===== config.mk =====
export PLATFORM = sky130hd
export DESIGN_NAME = dsc_sequencer
export DESIGN_NICKNAME = d
export VERILOG_FILES = /design/src/rtl/dsc_pkg.sv /design/src/rtl/dsc_chan_mux.sv /design/src/rtl/dsc_sequencer.sv
export SDC_FILE = /design/constraint.sdc
export NUM_CORES = 1
export LEC_CHECK = 0
export ABC_AREA = 1
export BUFFER_PORTS_ARGS = -buffer_cell sky130_fd_sc_hd__buf_2
export CORE_MARGIN = 2
export CORE_UTILIZATION = 45
export DETAILED_ROUTE_END_ITERATION = 6
export GPL_ROUTABILITY_DRIVEN = 0
export PLACE_DENSITY = 0.72
export SYNTH_ARGS = -nofsm -noshare
export SYNTH_HDL_FRONTEND = slang
export SYNTH_SLANG_ARGS = --single-unit

===== constraint.sdc =====
create_clock -name ref_clk_i -period 2.6 [get_ports ref_clk_i]
set_input_delay 0.26 -clock ref_clk_i [delete_from_list [all_inputs] [get_ports ref_clk_i]]
set_output_delay 0.26 -clock ref_clk_i [all_outputs]
set_load 0.01 [all_outputs]

===== src/rtl/dsc_pkg.sv =====
/*
 * Shared constants and types of the dual converter conversion sequencer.
 * Assumes one system clock; every converter-side pin is synchronous to it.
 */
package dsc_pkg;
   // Conversion frame
   localparam int CONV_CYCLES = 12;
   localparam int PRECH_CYCLES = 1;
   localparam int MIN_ACQ_CYCLES = 2;
   localparam int FRAME_MIN_CYCLES = 16;
   localparam int CLK_STOP_EDGE = 16;
   localparam int DAC_STOP_EDGE = 14;

   // Clock rates
   localparam int REF_CLK_HZ = 20_000_000;
   localparam int CONV_CLK_MIN_HZ = 1_000_000;
   localparam int CONV_CLK_MAX_HZ = 32_000_000;

   // Serial configuration word
   localparam int CFG_BITS = 12;
   localparam int DAC_BITS = 10;
   localparam int DAC_STEP_UV = 2440;
   localparam logic [11:0] CFG_RESET = 12'h000;
   localparam logic [9:0] DAC_RESET = 10'h03FF;
   localparam logic [2:0] ACT_DAC_WR = 3'h1;
   localparam logic [2:0] ACT_DAC_RD = 3'h3;
   localparam logic [2:0] ACT_RESET = 3'h5;
   localparam logic [1:0] FEAT_UPDATE = 2'h1;

   // One-hot analog input selects
   localparam logic [3:0] IN_P0P = 4'h1;
   localparam logic [3:0] IN_P0N = 4'h2;
   localparam logic [3:0] IN_P1P = 4'h4;
   localparam logic [3:0] IN_P1N = 4'h8;

   typedef struct packed {
      logic [1:0] chan;
      logic [1:0] feat_en;
      logic [4:0] features;
      logic [2:0] action;
   } dsc_cfg_s;

   typedef struct packed {
      logic [3:0] pos;
      logic [3:0] neg;
   } dsc_sel_s;

   typedef enum logic [3:0] {
      ST_ACQ = 4'b0001,
      ST_HOLD = 4'b0010,
      ST_CONV = 4'b0100,
      ST_PRECH = 4'b1000
   } dsc_state_e;
endpackage


===== src/rtl/dsc_chan_mux.sv =====
/*
 * Channel code to analog input switch decoder, shared by both converters.
 * Assumes the caller registers the result; purely combinational.
 */
`timescale 1ns/1ps
module dsc_chan_mux
   import dsc_pkg::*;
(
   input wire logic [1:0] code_i,
   output dsc_sel_s sel_o
);
   function automatic dsc_sel_s decode(input logic [1:0] code);
      dsc_sel_s s;
      s.neg = IN_P0N;
      unique case (code)
         2'b00: s.pos = IN_P0P;
         2'b01: s.pos = IN_P1N;
         2'b10: s.pos = IN_P1P;
         2'b11: begin
            s.pos = IN_P1P;
            s.neg = IN_P1N;
         end
      endcase
      return s;
   endfunction

   always_comb begin
      sel_o = decode(code_i);
   end
endmodule


===== src/rtl/dsc_sequencer.sv =====
/*
 * Conversion sequencer for a dual simultaneous-sampling 12-bit SAR converter.
 * Assumes the converter clock, strobe, read pulse and serial input are
 * synchronous to ref_clk_i and slower than half its rate.
 */
`timescale 1ns/1ps
module dsc_sequencer
   import dsc_pkg::*;
#(
   parameter int CONV_LEN = CONV_CYCLES
) (
   input wire logic ref_clk_i,
   input wire logic rst_b_i,
   input wire logic conv_clk_i,
   input wire logic conversion_strobe_i,
   input wire logic read_i,
   input wire logic serial_config_input_i,
   output logic busy_o,
   output logic sample_o,
   output logic precharge_o,
   output logic conv_done_o,
   output logic [3:0] sar_step_o,
   output dsc_sel_s sel_a_o,
   output dsc_sel_s sel_b_o,
   output logic [11:0] cfg_word_o,
   output logic [4:0] features_o,
   output logic [9:0] dac_code_o,
   output logic dac_read_o,
   output logic short_acq_o
);
   if (CONV_LEN < 1 || CONV_LEN > 15) begin : g_bad_len
      $error("CONV_LEN must be 1 to 15");
   end

   dsc_state_e state_q, state_d;
   logic [3:0] cnt_q, cnt_d;
   logic [1:0] acq_q, acq_d;
   logic clk_q, strb_q;
   logic [11:0] shift_q, shift_d;
   logic [3:0] bits_q, bits_d;
   logic shifting_q, shifting_d;
   dsc_cfg_s cfg_q, cfg_d;
   logic [4:0] feat_q, feat_d;
   logic [9:0] dac_q, dac_d;
   logic wr_arm_q, wr_arm_d, rd_arm_q, rd_arm_d;
   logic dac_read_q, dac_read_d, done_q, done_d, short_q, short_d;
   logic busy_q, sample_q, prech_q;
   dsc_sel_s sel_dec, sel_a_q, sel_b_q;
   logic clk_rise, clk_fall, strb_rise, word_done, soft_rst;
   logic [11:0] word;

   assign clk_rise = conv_clk_i & ~clk_q;
   assign clk_fall = ~conv_clk_i & clk_q;
   assign strb_rise = conversion_strobe_i & ~strb_q;
   assign word = {shift_q[10:0], serial_config_input_i};
   assign word_done = clk_fall & shifting_q & (bits_q == 4'(CFG_BITS - 1));
   assign soft_rst = word_done & ~wr_arm_q & (word[2:0] == ACT_RESET);

   // Serial configuration capture
   always_comb begin
      shift_d = shift_q;
      bits_d = bits_q;
      shifting_d = shifting_q;
      cfg_d = cfg_q;
      feat_d = feat_q;
      dac_d = dac_q;
      wr_arm_d = wr_arm_q;
      rd_arm_d = rd_arm_q;
      dac_read_d = 1'b0;
      if (clk_fall) begin
         if (!shifting_q && read_i) begin
            shift_d = word;
            bits_d = 4'h1;
            shifting_d = 1'b1;
            dac_read_d = rd_arm_q;
            rd_arm_d = 1'b0;
         end else if (shifting_q) begin
            shift_d = word;
            bits_d = bits_q + 4'h1;
         end
      end
      if (word_done) begin
         shifting_d = 1'b0;
         bits_d = 4'h0;
         if (wr_arm_q) begin
            dac_d = word[9:0];
            wr_arm_d = 1'b0;
         end else if (soft_rst) begin
            cfg_d = CFG_RESET;
            feat_d = 5'h00;
            dac_d = DAC_RESET;
            rd_arm_d = 1'b0;
         end else begin
            cfg_d = word;
            if (word[9:8] == FEAT_UPDATE) begin
               feat_d = word[7:3];
            end
            wr_arm_d = (word[2:0] == ACT_DAC_WR);
            rd_arm_d = (word[2:0] == ACT_DAC_RD);
         end
      end
   end

   // Conversion frame sequencing
   always_comb begin
      state_d = state_q;
      cnt_d = cnt_q;
      acq_d = acq_q;
      done_d = 1'b0;
      short_d = short_q;
      unique case (state_q)
         ST_ACQ, ST_PRECH: begin
            if (strb_rise) begin
               state_d = ST_HOLD;
               short_d = (state_q == ST_PRECH) || (acq_q < 2'(MIN_ACQ_CYCLES));
            end else if (clk_rise) begin
               state_d = ST_ACQ;
               acq_d = (state_q == ST_PRECH) ? 2'h0 : ((acq_q == 2'h3) ? acq_q : acq_q + 2'h1);
            end
         end
         ST_HOLD: begin
            if (clk_rise) begin
               state_d = ST_CONV;
               cnt_d = 4'h0;
            end
         end
         ST_CONV: begin
            if (clk_rise) begin
               if (cnt_q == 4'(CONV_LEN - 1)) begin
                  state_d = ST_PRECH;
                  done_d = 1'b1;
               end else begin
                  cnt_d = cnt_q + 4'h1;
               end
            end
         end
      endcase
      if (soft_rst) begin
         state_d = ST_ACQ;
         cnt_d = 4'h0;
         acq_d = 2'h0;
         short_d = 1'b0;
      end
   end

   dsc_chan_mux u_mux (
      .code_i(cfg_d.chan),
      .sel_o(sel_dec)
   );

   always_ff @(posedge ref_clk_i or negedge rst_b_i) begin
      if (!rst_b_i) begin
         state_q <= ST_ACQ;
         cnt_q <= 4'h0;
         acq_q <= 2'h0;
         clk_q <= 1'b0;
         strb_q <= 1'b0;
         shift_q <= 12'h000;
         bits_q <= 4'h0;
         shifting_q <= 1'b0;
         cfg_q <= CFG_RESET;
         feat_q <= 5'h00;
         dac_q <= DAC_RESET;
         wr_arm_q <= 1'b0;
         rd_arm_q <= 1'b0;
         dac_read_q <= 1'b0;
         done_q <= 1'b0;
         short_q <= 1'b0;
         busy_q <= 1'b0;
         sample_q <= 1'b1;
         prech_q <= 1'b0;
         sel_a_q <= {IN_P0P, IN_P0N};
         sel_b_q <= {IN_P0P, IN_P0N};
      end else begin
         state_q <= state_d;
         cnt_q <= cnt_d;
         acq_q <= acq_d;
         clk_q <= conv_clk_i;
         strb_q <= conversion_strobe_i;
         shift_q <= shift_d;
         bits_q <= bits_d;
         shifting_q <= shifting_d;
         cfg_q <= cfg_d;
         feat_q <= feat_d;
         dac_q <= dac_d;
         wr_arm_q <= wr_arm_d;
         rd_arm_q <= rd_arm_d;
         dac_read_q <= dac_read_d;
         done_q <= done_d;
         short_q <= short_d;
         busy_q <= (state_d == ST_HOLD) || (state_d == ST_CONV);
         sample_q <= (state_d == ST_ACQ);
         prech_q <= (state_d == ST_PRECH);
         sel_a_q <= sel_dec;
         sel_b_q <= sel_dec;
      end
   end

   assign busy_o = busy_q;
   assign sample_o = sample_q;
   assign precharge_o = prech_q;
   assign conv_done_o = done_q;
   assign sar_step_o = cnt_q;
   assign sel_a_o = sel_a_q;
   assign sel_b_o = sel_b_q;
   assign cfg_word_o = cfg_q;
   assign features_o = feat_q;
   assign dac_code_o = dac_q;
   assign dac_read_o = dac_read_q;
   assign short_acq_o = short_q;
endmodule


# Yosys cells after proc, flatten, opt, wreduce, memory -nomap -nowiden
# Cells that the tools add are included.
# Widths: inputs -> output; s select.
# totals
output_inout_bits	53
reg_bits	71
# op_classes
n_mux	51
n_addsub	3
n_reduce_logical	26
bitwise_logic	11
eq_ne	23
n_lt_le_gt_ge	1
# ops
op	count
$mux 4	15
$mux 12	3
$pmux 4 s3	2
$mux 11	2
$mux 10	2
$mux 1	18
$eq 4x4->1 const B	4
$reduce_bool 2->1	8
$mux 2	6
$ne 3x3->1 const B	4
$reduce_and 2->1	6
$mux 5	2
$add 4x1->4 const B	2
$eq 4x1->1 const B	2
$eq 4x2->1 const B	2
$eq 4x3->1 const B	2
$pmux 4 s2	1
$reduce_and 4->1	2
$and 1x1->1	7
$eq 2x2->1 const B	3
$reduce_bool 3->1	2
$eq 2x1->1 const B	2
$not 1->1	4
$reduce_or 2->1	2
11 further kinds	12

# Logic depth before layout (Yosys ltp)
# Gate-level depths: netlist of run 1.
# logic_depth
depth_word	12
mapped_depth	10

# Modules after synthesis
# From an unflattened synthesis of run 1, not the netlist that was laid out.
# unflattened
cells_unflattened	335
hier_area_um2	3129.3
# by_module_without_submodules
mod	cells_per_inst	instances	seq_area_each_um2	area_per_inst_um2
dsc_sequencer	325	1	1794.2	3078.0
dsc_chan_mux	10	1	0.0	51.3

# Worst setup path before layout of run 1
# OpenSTA, ideal clock, no wires.
# synth_path
path_type	register to register
from	reg bits_q[0]
to	reg cnt_q[2] (netlist: sar_step_o[2])
period_less_slack_ns	1.478
arrival_time_ns	1.361
t_required_ns	2.483
stages_incl_launch_ff	11
slack_ns	1.122
cell_sequence	dfrtp_1 -> ha_1 -> nand3_2 -> nor2_8 -> nand3_4 -> nand2_2 -> inv_2 -> nand2_2 -> nand2_2 -> nand2_1 -> nand2_1
# synth_via
elab_chain_len	6
# synth_lines
item	line	text
start: declaration	dsc_sequencer.sv:40	logic [3:0] bits_q, bits_d;
start signal: assignment	dsc_sequencer.sv:181	bits_q <= bits_d;
$eq 4x4->1 *	dsc_sequencer.sv:56	assign word_done = clk_fall & shifting_q & (bits_q == 4'(CFG_BITS - 1));
$and 1x1->1 *	dsc_sequencer.sv:56	
$and 1x1->1 * (2 in series)	dsc_sequencer.sv:57	assign soft_rst = word_done & ~wr_arm_q & (word[2:0] == ACT_RESET);
$ne 3x3->1 (no line) or $reduce_bool 3->1 (tied branches)	--	
$reduce_and 4->1 (no line)	--	
end signal: assignment	dsc_sequencer.sv:176	cnt_q <= cnt_d;
end: declaration	dsc_sequencer.sv:36	logic [3:0] cnt_q, cnt_d;
# Mark *: on every way between the ends. The rest lies on a longest branch, timed or not.
# A chain may end at the register's enable or synchronous reset.

# Final worst setup path of run 1
# layout_path
from	reg bits_q[0]
to	reg busy_q (netlist: busy_o)
# layout_via
elab_chain_len	7
# layout_lines
item	line	text
$eq 4x4->1 *	dsc_sequencer.sv:56	
$and 1x1->1 *	dsc_sequencer.sv:56	
$and 1x1->1 * (2 in series)	dsc_sequencer.sv:57	
$mux 4 *	dsc_sequencer.sv:138	if (soft_rst) begin
$eq 4x2->1 or $eq 4x3->1 (tied branches)	dsc_sequencer.sv:191	busy_q <= (state_d == ST_HOLD) || (state_d == ST_CONV);
$logic_or 1x1->1 *	dsc_sequencer.sv:191	
end signal: assignment	dsc_sequencer.sv:191	
end: declaration	dsc_sequencer.sv:47	logic busy_q, sample_q, prech_q;
# Marked as above.

==> run_results.csv, run 1 <==
group,metric,value,unit
yosys,syn_area_per_cell,8.99,um2
status,status,"finished clean",
yosys,ys_ff_latch,67,
layout,layout_commonest_cell,"nand2_1",
yosys,synth_top_area_share,43.2,%
cts,root_buffer,"clkbuf_8",
yosys,synth_xor_area_share,0.570,%
drt,dr.pass1.iters,4,
pwr,p_clk_share,33.6,%
cts,numCtsBuffers,9,
worst_setup_path,cp_cell_sequence,"ha_1 > nand2_1 > nor2_2 > nand3_2 > nor2_2 > nor2_1 > nand2_1 > inv_2 > nand2_1 > nand2_1",
cts,cts.sinks,67,
layout,finalNonFillerCells,480,
yosys,synthTopCellsByArea,"dfrtp_1 (43%), dfstp_2 (12%), nand2_1 (9.8%)",
pwr,peakVddDrop,0.458,mV
yosys,synth_compound_area_share,9.41,%
pwr,swShare,32.0,%
pwr,p_per_area,953,nW/um2
placement,placed_cells,463,
yosys,ys_async_sr_fraction,100,%
sta,setup_tns,0,ps
global_route,grt_pass1_vias,2225,
cts,htreeDepth,3,
drt,drt-initial-drc-count,90,
cts,cts_tree,"done",
layout,drive_gt1_share,28.5,%
run,maxCapViolCount,0,
global_route,grt_max_degree,27,
global_route,grt_pass1_wl,10200,um
cts,clk_latency,350,ps
yosys,synth_warnings,0,
drt,wire_per_inst,12.7,um
placement,port_buffers,52,
sta,grt_setup_unrepaired,"false",
die,ios,59,
layout,area_growth,18.2,%
sta,hold_viol,0,
drt,vias,2371,
drt,routed_wl,6090,um
worst_setup_path,critPathKind,"register to register",
drt,vias_per_cell,4.94,
yosys,synthCells,342,
die,rows,30,
yosys,netlist_area,3070,um2
layout,fin_nets,404,
sta,min_period_over_period,71.0,%
pwr,power_frac_comb,24.7,%
worst_setup_path,crit_slowest_cell,"dfrtp_1",
die,coreArea,6680,um2
sta,tightestPinTransition,838,ps
yosys,synth-edff-count,0,
yosys,synth_simple_gate_area_share,24.1,%
yosys,synth_top_family_by_area,"simple AND/OR/NAND/NOR gates",
worst_setup_path,slowest_delay,350,ps
yosys,synthFlopType,"dfrtp_1",
drt,drtAntennaViolNets,0,
global_route,antenna_found_initial,0,
global_route,grt_util_all_layers,17.9,%
die,die_h,86.6,um
yosys,yosysSeqAreaShare,55.1,%
sta,max_freq,0.541,GHz
layout,mostFrequentLayoutCells,"nand2_1 (80), dfrtp_1 (53), buf_2 (52)",
min_path,hold_class,"input pin to register",
cts,clkTransAtPathRegs,70,ps
worst_setup_path,worstPathArrival,2090,ps
sta,layout_min_cycle_time,1850,ps
pwr,power_leakage,1.93,nW
sta,skew,6.91,ps
yosys,synth_adder_area_share,1.22,%
placement,hpwl,4410,um
pwr,seq_power_share,41.7,%
pwr,switching_power,0.00111,W
die,die_x,86.6,um
drt,drc,0,
sta,drv_slew,0,
worst_setup_path,start_kind,"register",
yosys,synth.area.mux_share,0,%
worst_setup_path,path_max_fanout,16,
die,dieArea,7510,um2
cts,cts_buffer_depth,2,
yosys,synth.distinct_cells,33,
sta,relSlewSlack,44.1,%
pwr,p_int,0.00235,W
worst_setup_path,end_kind,"register",
worst_setup_path,crit_top_cell,"nand2_1",
global_route,gr-total-overflow,0,
die,start_util,46.0,%
yosys,synth_top_area_cell,"dfrtp_1",
worst_setup_path,worstPathRequired,2840,ps
layout,diodes,0,
sta,setup_viol,0,
-- power by group through the flow --
stage          logic (W)  clock network (W)  registers [W]
2_1_floorplan   0.000572                  0        0.00148
3_5_place_dp    0.000844                  0        0.00146
3_3_place_gp    0.000818                  0        0.00146
5_1_grt         0.000988            0.00123        0.00147
4_1_cts         0.000859            0.00118        0.00145
6_report        0.000856            0.00116        0.00144
-- routing by layer --
| metal | wire (um) | GRT usage [%] | vias up | part of all wire, % |
|---|---|---|---|---|
| li1 | - | - | 1189 | - |
| met1 | 2960 | 24.0 | 1108 | 49 |
| met2 | 2670 | 26.5 | 63 | 44 |
| met3 | 323 | 5.05 | 11 | 5.3 |
| met4 | 134 | 9.09 | 0 | 2.2 |
| met5 | 0 | 0 | - | 0 |
-- cell families after synthesis --
| group | after synthesis |
|---|---|
| xor gates and xnor gates | 2 |
| DFF | 67 |
| AOI/OAI and AO/OA | 55 |
| buffers and inverters | 63 |
| and+or+nand+nor | 151 |
| adders and majority gates | 3 |
| other | 1 |
-- timing repair --
action                    in CTS  in global routing
gates resized for setup        0                  0
hold buffers                   1                  0
setup buffers                  0                  0
hold endpoints to repair      19                  0
-- registers in the layout (all words and copies together) (netlist names) --
| signal | count |
|---|---|
| shifting_q | 1 |
| cfg_word_o | 11 |
| features_o | 5 |
| clk_q | 1 |
| state_q | 4 |
| conv_done_o | 1 |
| short_acq_o | 1 |
| sel_b_o | 5 |
| busy_o | 1 |
| wr_arm_q | 1 |
| acq_q | 2 |
| strb_q | 1 |
| bits_q | 4 |
| rd_arm_q | 1 |
| shift_q | 11 |
| sample_o | 1 |
| precharge_o | 1 |
| sar_step_o | 4 |
| dac_code_o | 10 |
| dac_read_o | 1 |
-- through the flow --
stage	worst slack, ps	hold WS [ps]	area (um2)	utilization (%)	power (W)
finish	753	36.0	3630	54.3	0.00346
global route	595	30.5	3630	54.3	0.00369
CTS	769	21.0	3630	54.3	0.00348
detailed placement	800	276	3350	50.1	0.00231
global placement	846	270	3350	50.1	0.00227
floorplan	1120	-35.6	3090	-	0.00205
-- synthesized netlist by cell type (3+ instances only) --
library cell   n
nor2_2         4
buf_2          3
a21oi_1       25
ha_1           3
nand2_2        4
inv_2          8
o21ai_0       24
nand3_1       22
buf_4         13
dfrtp_1       53
nand4_1        7
dfstp_2       14
inv_1         35
nor2_1        20
nand2_1       80
nand3_2        5
-- final cells by class --
class                      count  area [um2]
clock inverter                 6         136
sequential                    67        1690
tap                           80         100
inverter                      45         171
timing repair buffer          55         285
clock buffer                  10         138
fill                         618        3050
multi-input combinational    217        1110
-- worst paths after layout --
kind                                      from             to  slack (ps)  cells after the start
hold / removal             conversion_strobe_i         strb_q          40                      1
max in group asynchronous              rst_b_i  dac_code_o[0]        1420                      3
setup reg to reg                     bits_q[0]         busy_o         750                     10
min in group asynchronous              rst_b_i  sar_step_o[2]         420                      2
hold reg to reg                  cfg_word_o[8]  cfg_word_o[8]         480                      2
setup / recovery                     bits_q[0]         busy_o         750                     10
-- worst max-delay path: cells and delay by family, from the launching register on --
family / cells / cell delay (ps)
adders and majority gates: 1 / 230
buffers and inverters: 1 / 40
DFF: 1 / 350
and+or+nand+nor: 8 / 1120
(Power assumes the default switching activity.)
==> inputs of run 2 (changes only) <==
==> constraint.sdc (replaced) <==
create_clock -name ref_clk_i -period 1.9 [get_ports ref_clk_i]
set_input_delay 0.19 -clock ref_clk_i [delete_from_list [all_inputs] [get_ports ref_clk_i]]
set_output_delay 0.19 -clock ref_clk_i [all_outputs]
set_load 0.01 [all_outputs]
==> run_results.csv, run 2 (synthesis results as in run 1) <==
group,metric,value,unit
pwr,seq_power_share,43.1,%
worst_setup_path,critPathKind,"register to register",
layout,fin_area,3640,um2
drt,routed_wl,6250,um
die,dieArea,7510,um2
worst_setup_path,crit_top_cell,"nand2_2",
drt,met3_length,361,um
layout,mostFrequentLayoutCells,"nand2_1 (80), dfrtp_1 (53), buf_2 (52)",
sta,grt_setup_unrepaired,"false",
worst_setup_path,start_kind,"register",
placement,port_buffers,52,
worst_setup_path,path_depth,10,
pwr,p_per_area,1260,nW/um2
sta,setup_viol,0,
worst_setup_path,worst-path-buf-inv,1,
worst_setup_path,worstPathRequired,2140,ps
layout,n_fill_cell,607,
layout,area_growth,18.5,%
pwr,switching_power,0.00153,W
sta,tightestPinTransition,560,ps
cts,root_buffer,"clkbuf_8",
drt,wl_met1,2990,um
pwr,p_int,0.00305,W
sta,layout_min_cycle_time,1690,ps
layout,diodes,0,
sta,min_period_over_period,89.1,%
cts,post_cts_buffers,0,
worst_setup_path,crit_slowest_cell,"dfrtp_1",
global_route,grt_max_degree,68,
die,coreArea,6680,um2
drt,drt-initial-drc-count,107,
min_path,hold_class,"input pin to register",
layout,finalNonFillerCells,483,
run,maxCapViolCount,0,
global_route,antenna_found_initial,0,
drt,dr.pass1.iters,4,
layout,multiInputGateArea,1110,um2
cts,cts.sinks,67,
die,rows,30,
pwr,p_total,0.00459,W
drt,wl_met2,2800,um
cts,clkTransAtPathRegs,70,ps
sta,skew,5.31,ps
layout,fin_nets,407,
die,start_util,46.0,%
worst_setup_path,worstPathArrival,1930,ps
worst_setup_path,slowest_delay,350,ps
cts,numCtsBuffers,9,
cts,htreeDepth,3,
worst_setup_path,cp_cell_sequence,"ha_1 > nand3_2 > nor2_8 > nand3_4 > nand2_2 > inv_2 > nand2_2 > nand2_2 > nand2_1 > nand2_1",
die,die_x,86.6,um
status,status,"finished clean",
layout,seqCellArea,1690,um2
min_path,whs_path_depth,1,
placement,placement.cell_area,3370,um2
worst_setup_path,path_max_fanout,11,
sta,setup_tns,0,ps
layout,drive_gt1_share,28.8,%
pwr,power_frac_comb,25.7,%
placement,hpwl,4410,um
worst_setup_path,end_kind,"register",
pwr,swShare,33.5,%
cts,cts_buffer_depth,2,
layout,layout_commonest_cell,"nand2_1",
sta,drv_slew,0,
pwr,peakVddDrop,0.543,mV
drt,drc,0,
sta,relSlewSlack,62.5,%
drt,wire_per_inst,12.9,um
cts,cts_tree,"done",
die,ios,59,
drt,vias,2427,
drt,drtAntennaViolNets,0,
pwr,p_clk_share,31.1,%
cts,clk_latency,350,ps
global_route,grt_pass1_wl,10800,um
pwr,power_leakage,1.93,nW
drt,vias_per_cell,5.02,
sta,hold_viol,0,
global_route,grt_util_all_layers,18.5,%
global_route,gr-total-overflow,0,
placement,placed_cells,465,
worst_setup_path,crit_family,"simple AND/OR/NAND/NOR gates",
drt,top_layer,"met4",
die,die_h,86.6,um
worst_setup_path,ff2ff_path_depth,10,
sta,max_freq,0.590,GHz
global_route,grt_pass1_vias,2300,
==> run 2: changes by cell type in the layout (fill, tap and decap cells not counted), sizes merged <==
cell,delta
clkbuf,-1
dlygate4sd3,+1
clkinv,+2
bufinv,-1
buf,+2
==> run 2: power by group through the flow <==
stage               registers [W]  logic [W]  clock network, W
floorplan                 0.00203   0.000783                 0
global placement          0.00200    0.00113                 0
global route              0.00202    0.00136           0.00152
detailed placement        0.00199    0.00118                 0
CTS                       0.00198    0.00118           0.00146
finish                    0.00198    0.00118           0.00143
==> run 2: final cells by class <==
class	count	area share [%]
clock inverters	7	3.19
flip-flops and latches	67	46.5
well taps	80	2.75
repair buffers	58	8.86
inverters	45	4.71
multi-input cells	217	30.6
clock buffers	9	3.40
==> run 2: worst paths after layout <==
| kind | from | endpoint | slack [ps] |
|---|---|---|---|
| worst max-delay path | bits_q[0] | sar_step_o[1] | 210 |
| worst min-delay path | conv_clk_i | clk_q | 20 |
| worst max register to register | bits_q[0] | sar_step_o[1] | 210 |
| worst min register to register | cfg_word_o[1] | cfg_word_o[1] | 470 |
| max in group asynchronous | rst_b_i | dac_code_o[3] | 1170 |
| min in group asynchronous | rst_b_i | sar_step_o[2] | 380 |
==> run 2: repair_timing <==
action / in CTS / in global routing
hold endpoints to repair: 54 / 0
setup endpoints to repair: 0 / 1
gates resized for setup: 0 / 1
hold buffers: 2 / 0
==> run 2: layer usage <==
| layer | vias to the layer above | GRT usage (%) |
|---|---|---|
| met4 | 0 | 9.09 |
| met1 | 1141 | 26.0 |
| li1 | 1191 | - |
| met2 | 85 | 26.9 |
| met3 | 10 | 4.29 |
| met5 | - | 0 |
==> run 2: stage by stage <==
| stage | setup slack [ps] | utilization, % | hold slack [ps] |
|---|---|---|---|
| detailed placement | 208 | 50.5 | 236 |
| global placement | 272 | 50.5 | 236 |
| global route | 15.7 | 54.5 | 10.8 |
| finish | 206 | 54.5 | 15.8 |
| CTS | 197 | 54.4 | 2.63 |
| floorplan | 422 | - | -106 |
==> inputs of run 3 (changes only) <==
--- a/config.mk
+++ b/config.mk
@@ -8,10 +8,11 @@
 export ABC_AREA = 1
 export BUFFER_PORTS_ARGS = -buffer_cell sky130_fd_sc_hd__buf_2
 export CORE_MARGIN = 2
-export CORE_UTILIZATION = 45
+export CORE_UTILIZATION = 50
 export DETAILED_ROUTE_END_ITERATION = 6
 export GPL_ROUTABILITY_DRIVEN = 0
-export PLACE_DENSITY = 0.72
+export PLACE_DENSITY = 0.78
 export SYNTH_ARGS = -nofsm -noshare
 export SYNTH_HDL_FRONTEND = slang
+export SYNTH_HIERARCHICAL = 1
 export SYNTH_SLANG_ARGS = --single-unit
==> run_results.csv, run 3 <==
group,metric,value,unit
layout,mostFrequentLayoutCells,"nand2_1 (70), buf_2 (58), dfrtp_1 (57)",
cts,cts.sinks,71,
layout,diodes,0,
placement,hpwl,4020,um
yosys,yosysSeqAreaShare,57.3,%
yosys,synth.distinct_cells,37,
die,coreArea,5990,um2
drt,drc,0,
die,start_util,52.2,%
yosys,netlist_area,3130,um2
global_route,antenna_found_initial,0,
worst_setup_path,crit_slowest_cell,"dlygate4sd3_1",
worst_setup_path,cp_cell_sequence,"dlygate4sd3_1 > buf_2 > inv_2 > nand3_2 > nor2_8 > nand3_4 > nand3_1 > nand2_2 > nand2_1 > o21ai_0",
drt,vias,2363,
cts,cts_buffer_depth,2,
worst_setup_path,r2r-start,"bits_q[0]",
die,die_h,83.1,um
drt,drt-initial-drc-count,132,
min_path,whs_path_depth,3,
yosys,syn_area_per_cell,9.34,um2
sta,skew,9.24,ps
die,rows,28,
cts,clk_latency,350,ps
global_route,grt_pass1_vias,2344,
worst_setup_path,worstPathRequired,2130,ps
drt,drtAntennaViolNets,0,
yosys,synthTopCellsByArea,"dfrtp_1 (46%), dfstp_2 (12%), nand2_1 (8.4%)",
layout,n_fill_cell,510,
sta,grt_setup_unrepaired,"false",
pwr,power_leakage,1.95,nW
layout,area_growth,17.9,%
yosys,synthFlopType,"dfrtp_1",
worst_setup_path,end_kind,"register",
layout,drive_gt1_share,28.4,%
layout,layout_commonest_cell,"nand2_1",
worst_setup_path,slowest_delay,530,ps
drt,wire_per_inst,12.1,um
yosys,synth_top_area_share,45.6,%
sta,setup_tns,0,ps
yosys,yosys-top-cells-count,"nand2_1 (70), dfrtp_1 (57), inv_1 (33)",
sta,hold_viol,0,
die,die_x,83.1,um
layout,fin_nets,402,
yosys,synth_most_common_cell,"nand2_1",
drt,vias_per_cell,5.00,
worst_setup_path,reg2reg_slack,220,ps
sta,min_period_over_period,89.6,%
worst_setup_path,start_kind,"input pin",
sta,max_freq,0.587,GHz
worst_setup_path,worstReg2RegEnd,"sar_step_o[2]",
yosys,synth_top_area_cell,"dfrtp_1",
min_path,holdPathEnd,"dac_code_o[0]",
yosys,ys_async_sr_fraction,100,%
min_path,hold_class,"input pin to register",
global_route,grt_max_degree,72,
worst_setup_path,worstPathArrival,1930,ps
pwr,p_per_area,1320,nW/um2
drt,routed_wl,5720,um
cts,root_buffer,"clkbuf_8",
global_route,grt_pass1_wl,10400,um
die,dieArea,6910,um2
die,ios,59,
worst_setup_path,ff2ff_path_depth,8,
sta,tightestPinTransition,572,ps
drt,dr.pass1.iters,4,
worst_setup_path,path_max_fanout,22,
cts,clkTransAtPathRegs,80,ps
worst_setup_path,critPathKind,"input pin to register",
status,status,"finished clean",
run,maxCapViolCount,0,
sta,relSlewSlack,61.8,%
sta,drv_slew,0,
cts,numCtsBuffers,9,
yosys,synthCells,335,
cts,htreeDepth,3,
cts,post_cts_buffers,0,
layout,largest_reg_flops,12,
yosys,synth_warnings,6,
pwr,peakVddDrop,0.736,mV
layout,utilization,61.6,%
cts,cts_tree,"done",
yosys,ys_ff_latch,71,
yosys,synth-edff-count,0,
placement,port_buffers,58,
sta,setup_viol,0,
sta,layout_min_cycle_time,1700,ps
global_route,grt_util_all_layers,18.4,%
global_route,gr-total-overflow,0,
min_path,min_from,"serial_config_input_i",
[run 3: cell count changes after synthesis, moves of 3 or more]
cell and delta:
dfrtp_1 +4, nand4_1 -5, inv_2 -3, a21oi_1 -11, nand3_1 +3, nor2_1 +9
nand2_1 -10, o31ai_1 +4
[run 3: where the power goes]
part           total [W]  switching [W]  internal, W
Combinational    0.00132       0.000827     0.000491
Clock            0.00137       0.000610     0.000760
Sequential       0.00217       0.000244      0.00193
Total            0.00486        0.00168      0.00318
[run 3: worst max path at each step]
stage                from       endpoint  slack, ps  cells after the start
5_1_grt        conv_clk_i  sar_step_o[1]         40                      9
4_1_cts         bits_q[0]  sar_step_o[2]        210                      8
3_3_place_gp    bits_q[0]  sar_step_o[0]        300                      8
3_5_place_dp    bits_q[0]  sar_step_o[3]        220                      8
2_1_floorplan   bits_q[0]     sel_b_o[7]        390                      9
6_report       conv_clk_i  sar_step_o[2]        200                     10
[run 3: timing repair]
item,in CTS,in global routing
resized for setup,0,0
hold buffers,3,0
hold endpoints to repair,59,0
[run 3: metrics by stage]
step	cells	instance area, um2	setup WS [ps]	total power [W]	hold WS [ps]
after floorplan	337	3140	387	0.00310	-106
final	473	3690	197	0.00486	116
after global placement	454	3430	300	0.00348	242
after CTS	473	3690	211	0.00492	99.2
after detailed placement	454	3430	216	0.00353	242
after global routing	473	3690	44.1	0.00523	107
[run 3: cells by family (layout without fill, tap and decap cells)]
kind of cell / count (synthesis) / in the layout / share of synthesized area [%]
compound gates: 52 / 52 / 9.16
fa+ha+maj: 3 / 3 / 1.20
other cells: 1 / 3 / 0.120
xor+xnor: 3 / 3 / 0.840
buf+inv: 58 / 119 / 8.64
flops: 71 / 71 / 57.3
simple gates: 147 / 147 / 22.7
[run 3: critical path, delay by kind of cell]
family / cells / cell delay (ps)
AND/OR/NAND/NOR: 6 / 930
AO/OA/AOI/OAI: 1 / 80
buffers and inverters: 3 / 730
[run 3: per-layer routing]
metal	vias up	wire length, um	track usage, %
met4	0	60	4.62
met5	-	0	0
li1	1177	-	-
met1	1121	2710	23.8
met3	9	328	6.66
met2	56	2620	29.5
[run 3: final cells by class]
type | count | area (um2) | area share, %
sequential | 71 | 1790 | 48.6
multi-input combinational | 208 | 1070 | 29.1
timing repair buffer | 64 | 355 | 9.63
inverter | 39 | 146 | 3.97
clock buffer | 9 | 124 | 3.36
clock inverter | 7 | 103 | 2.78
tap | 75 | 93.8 | 2.54
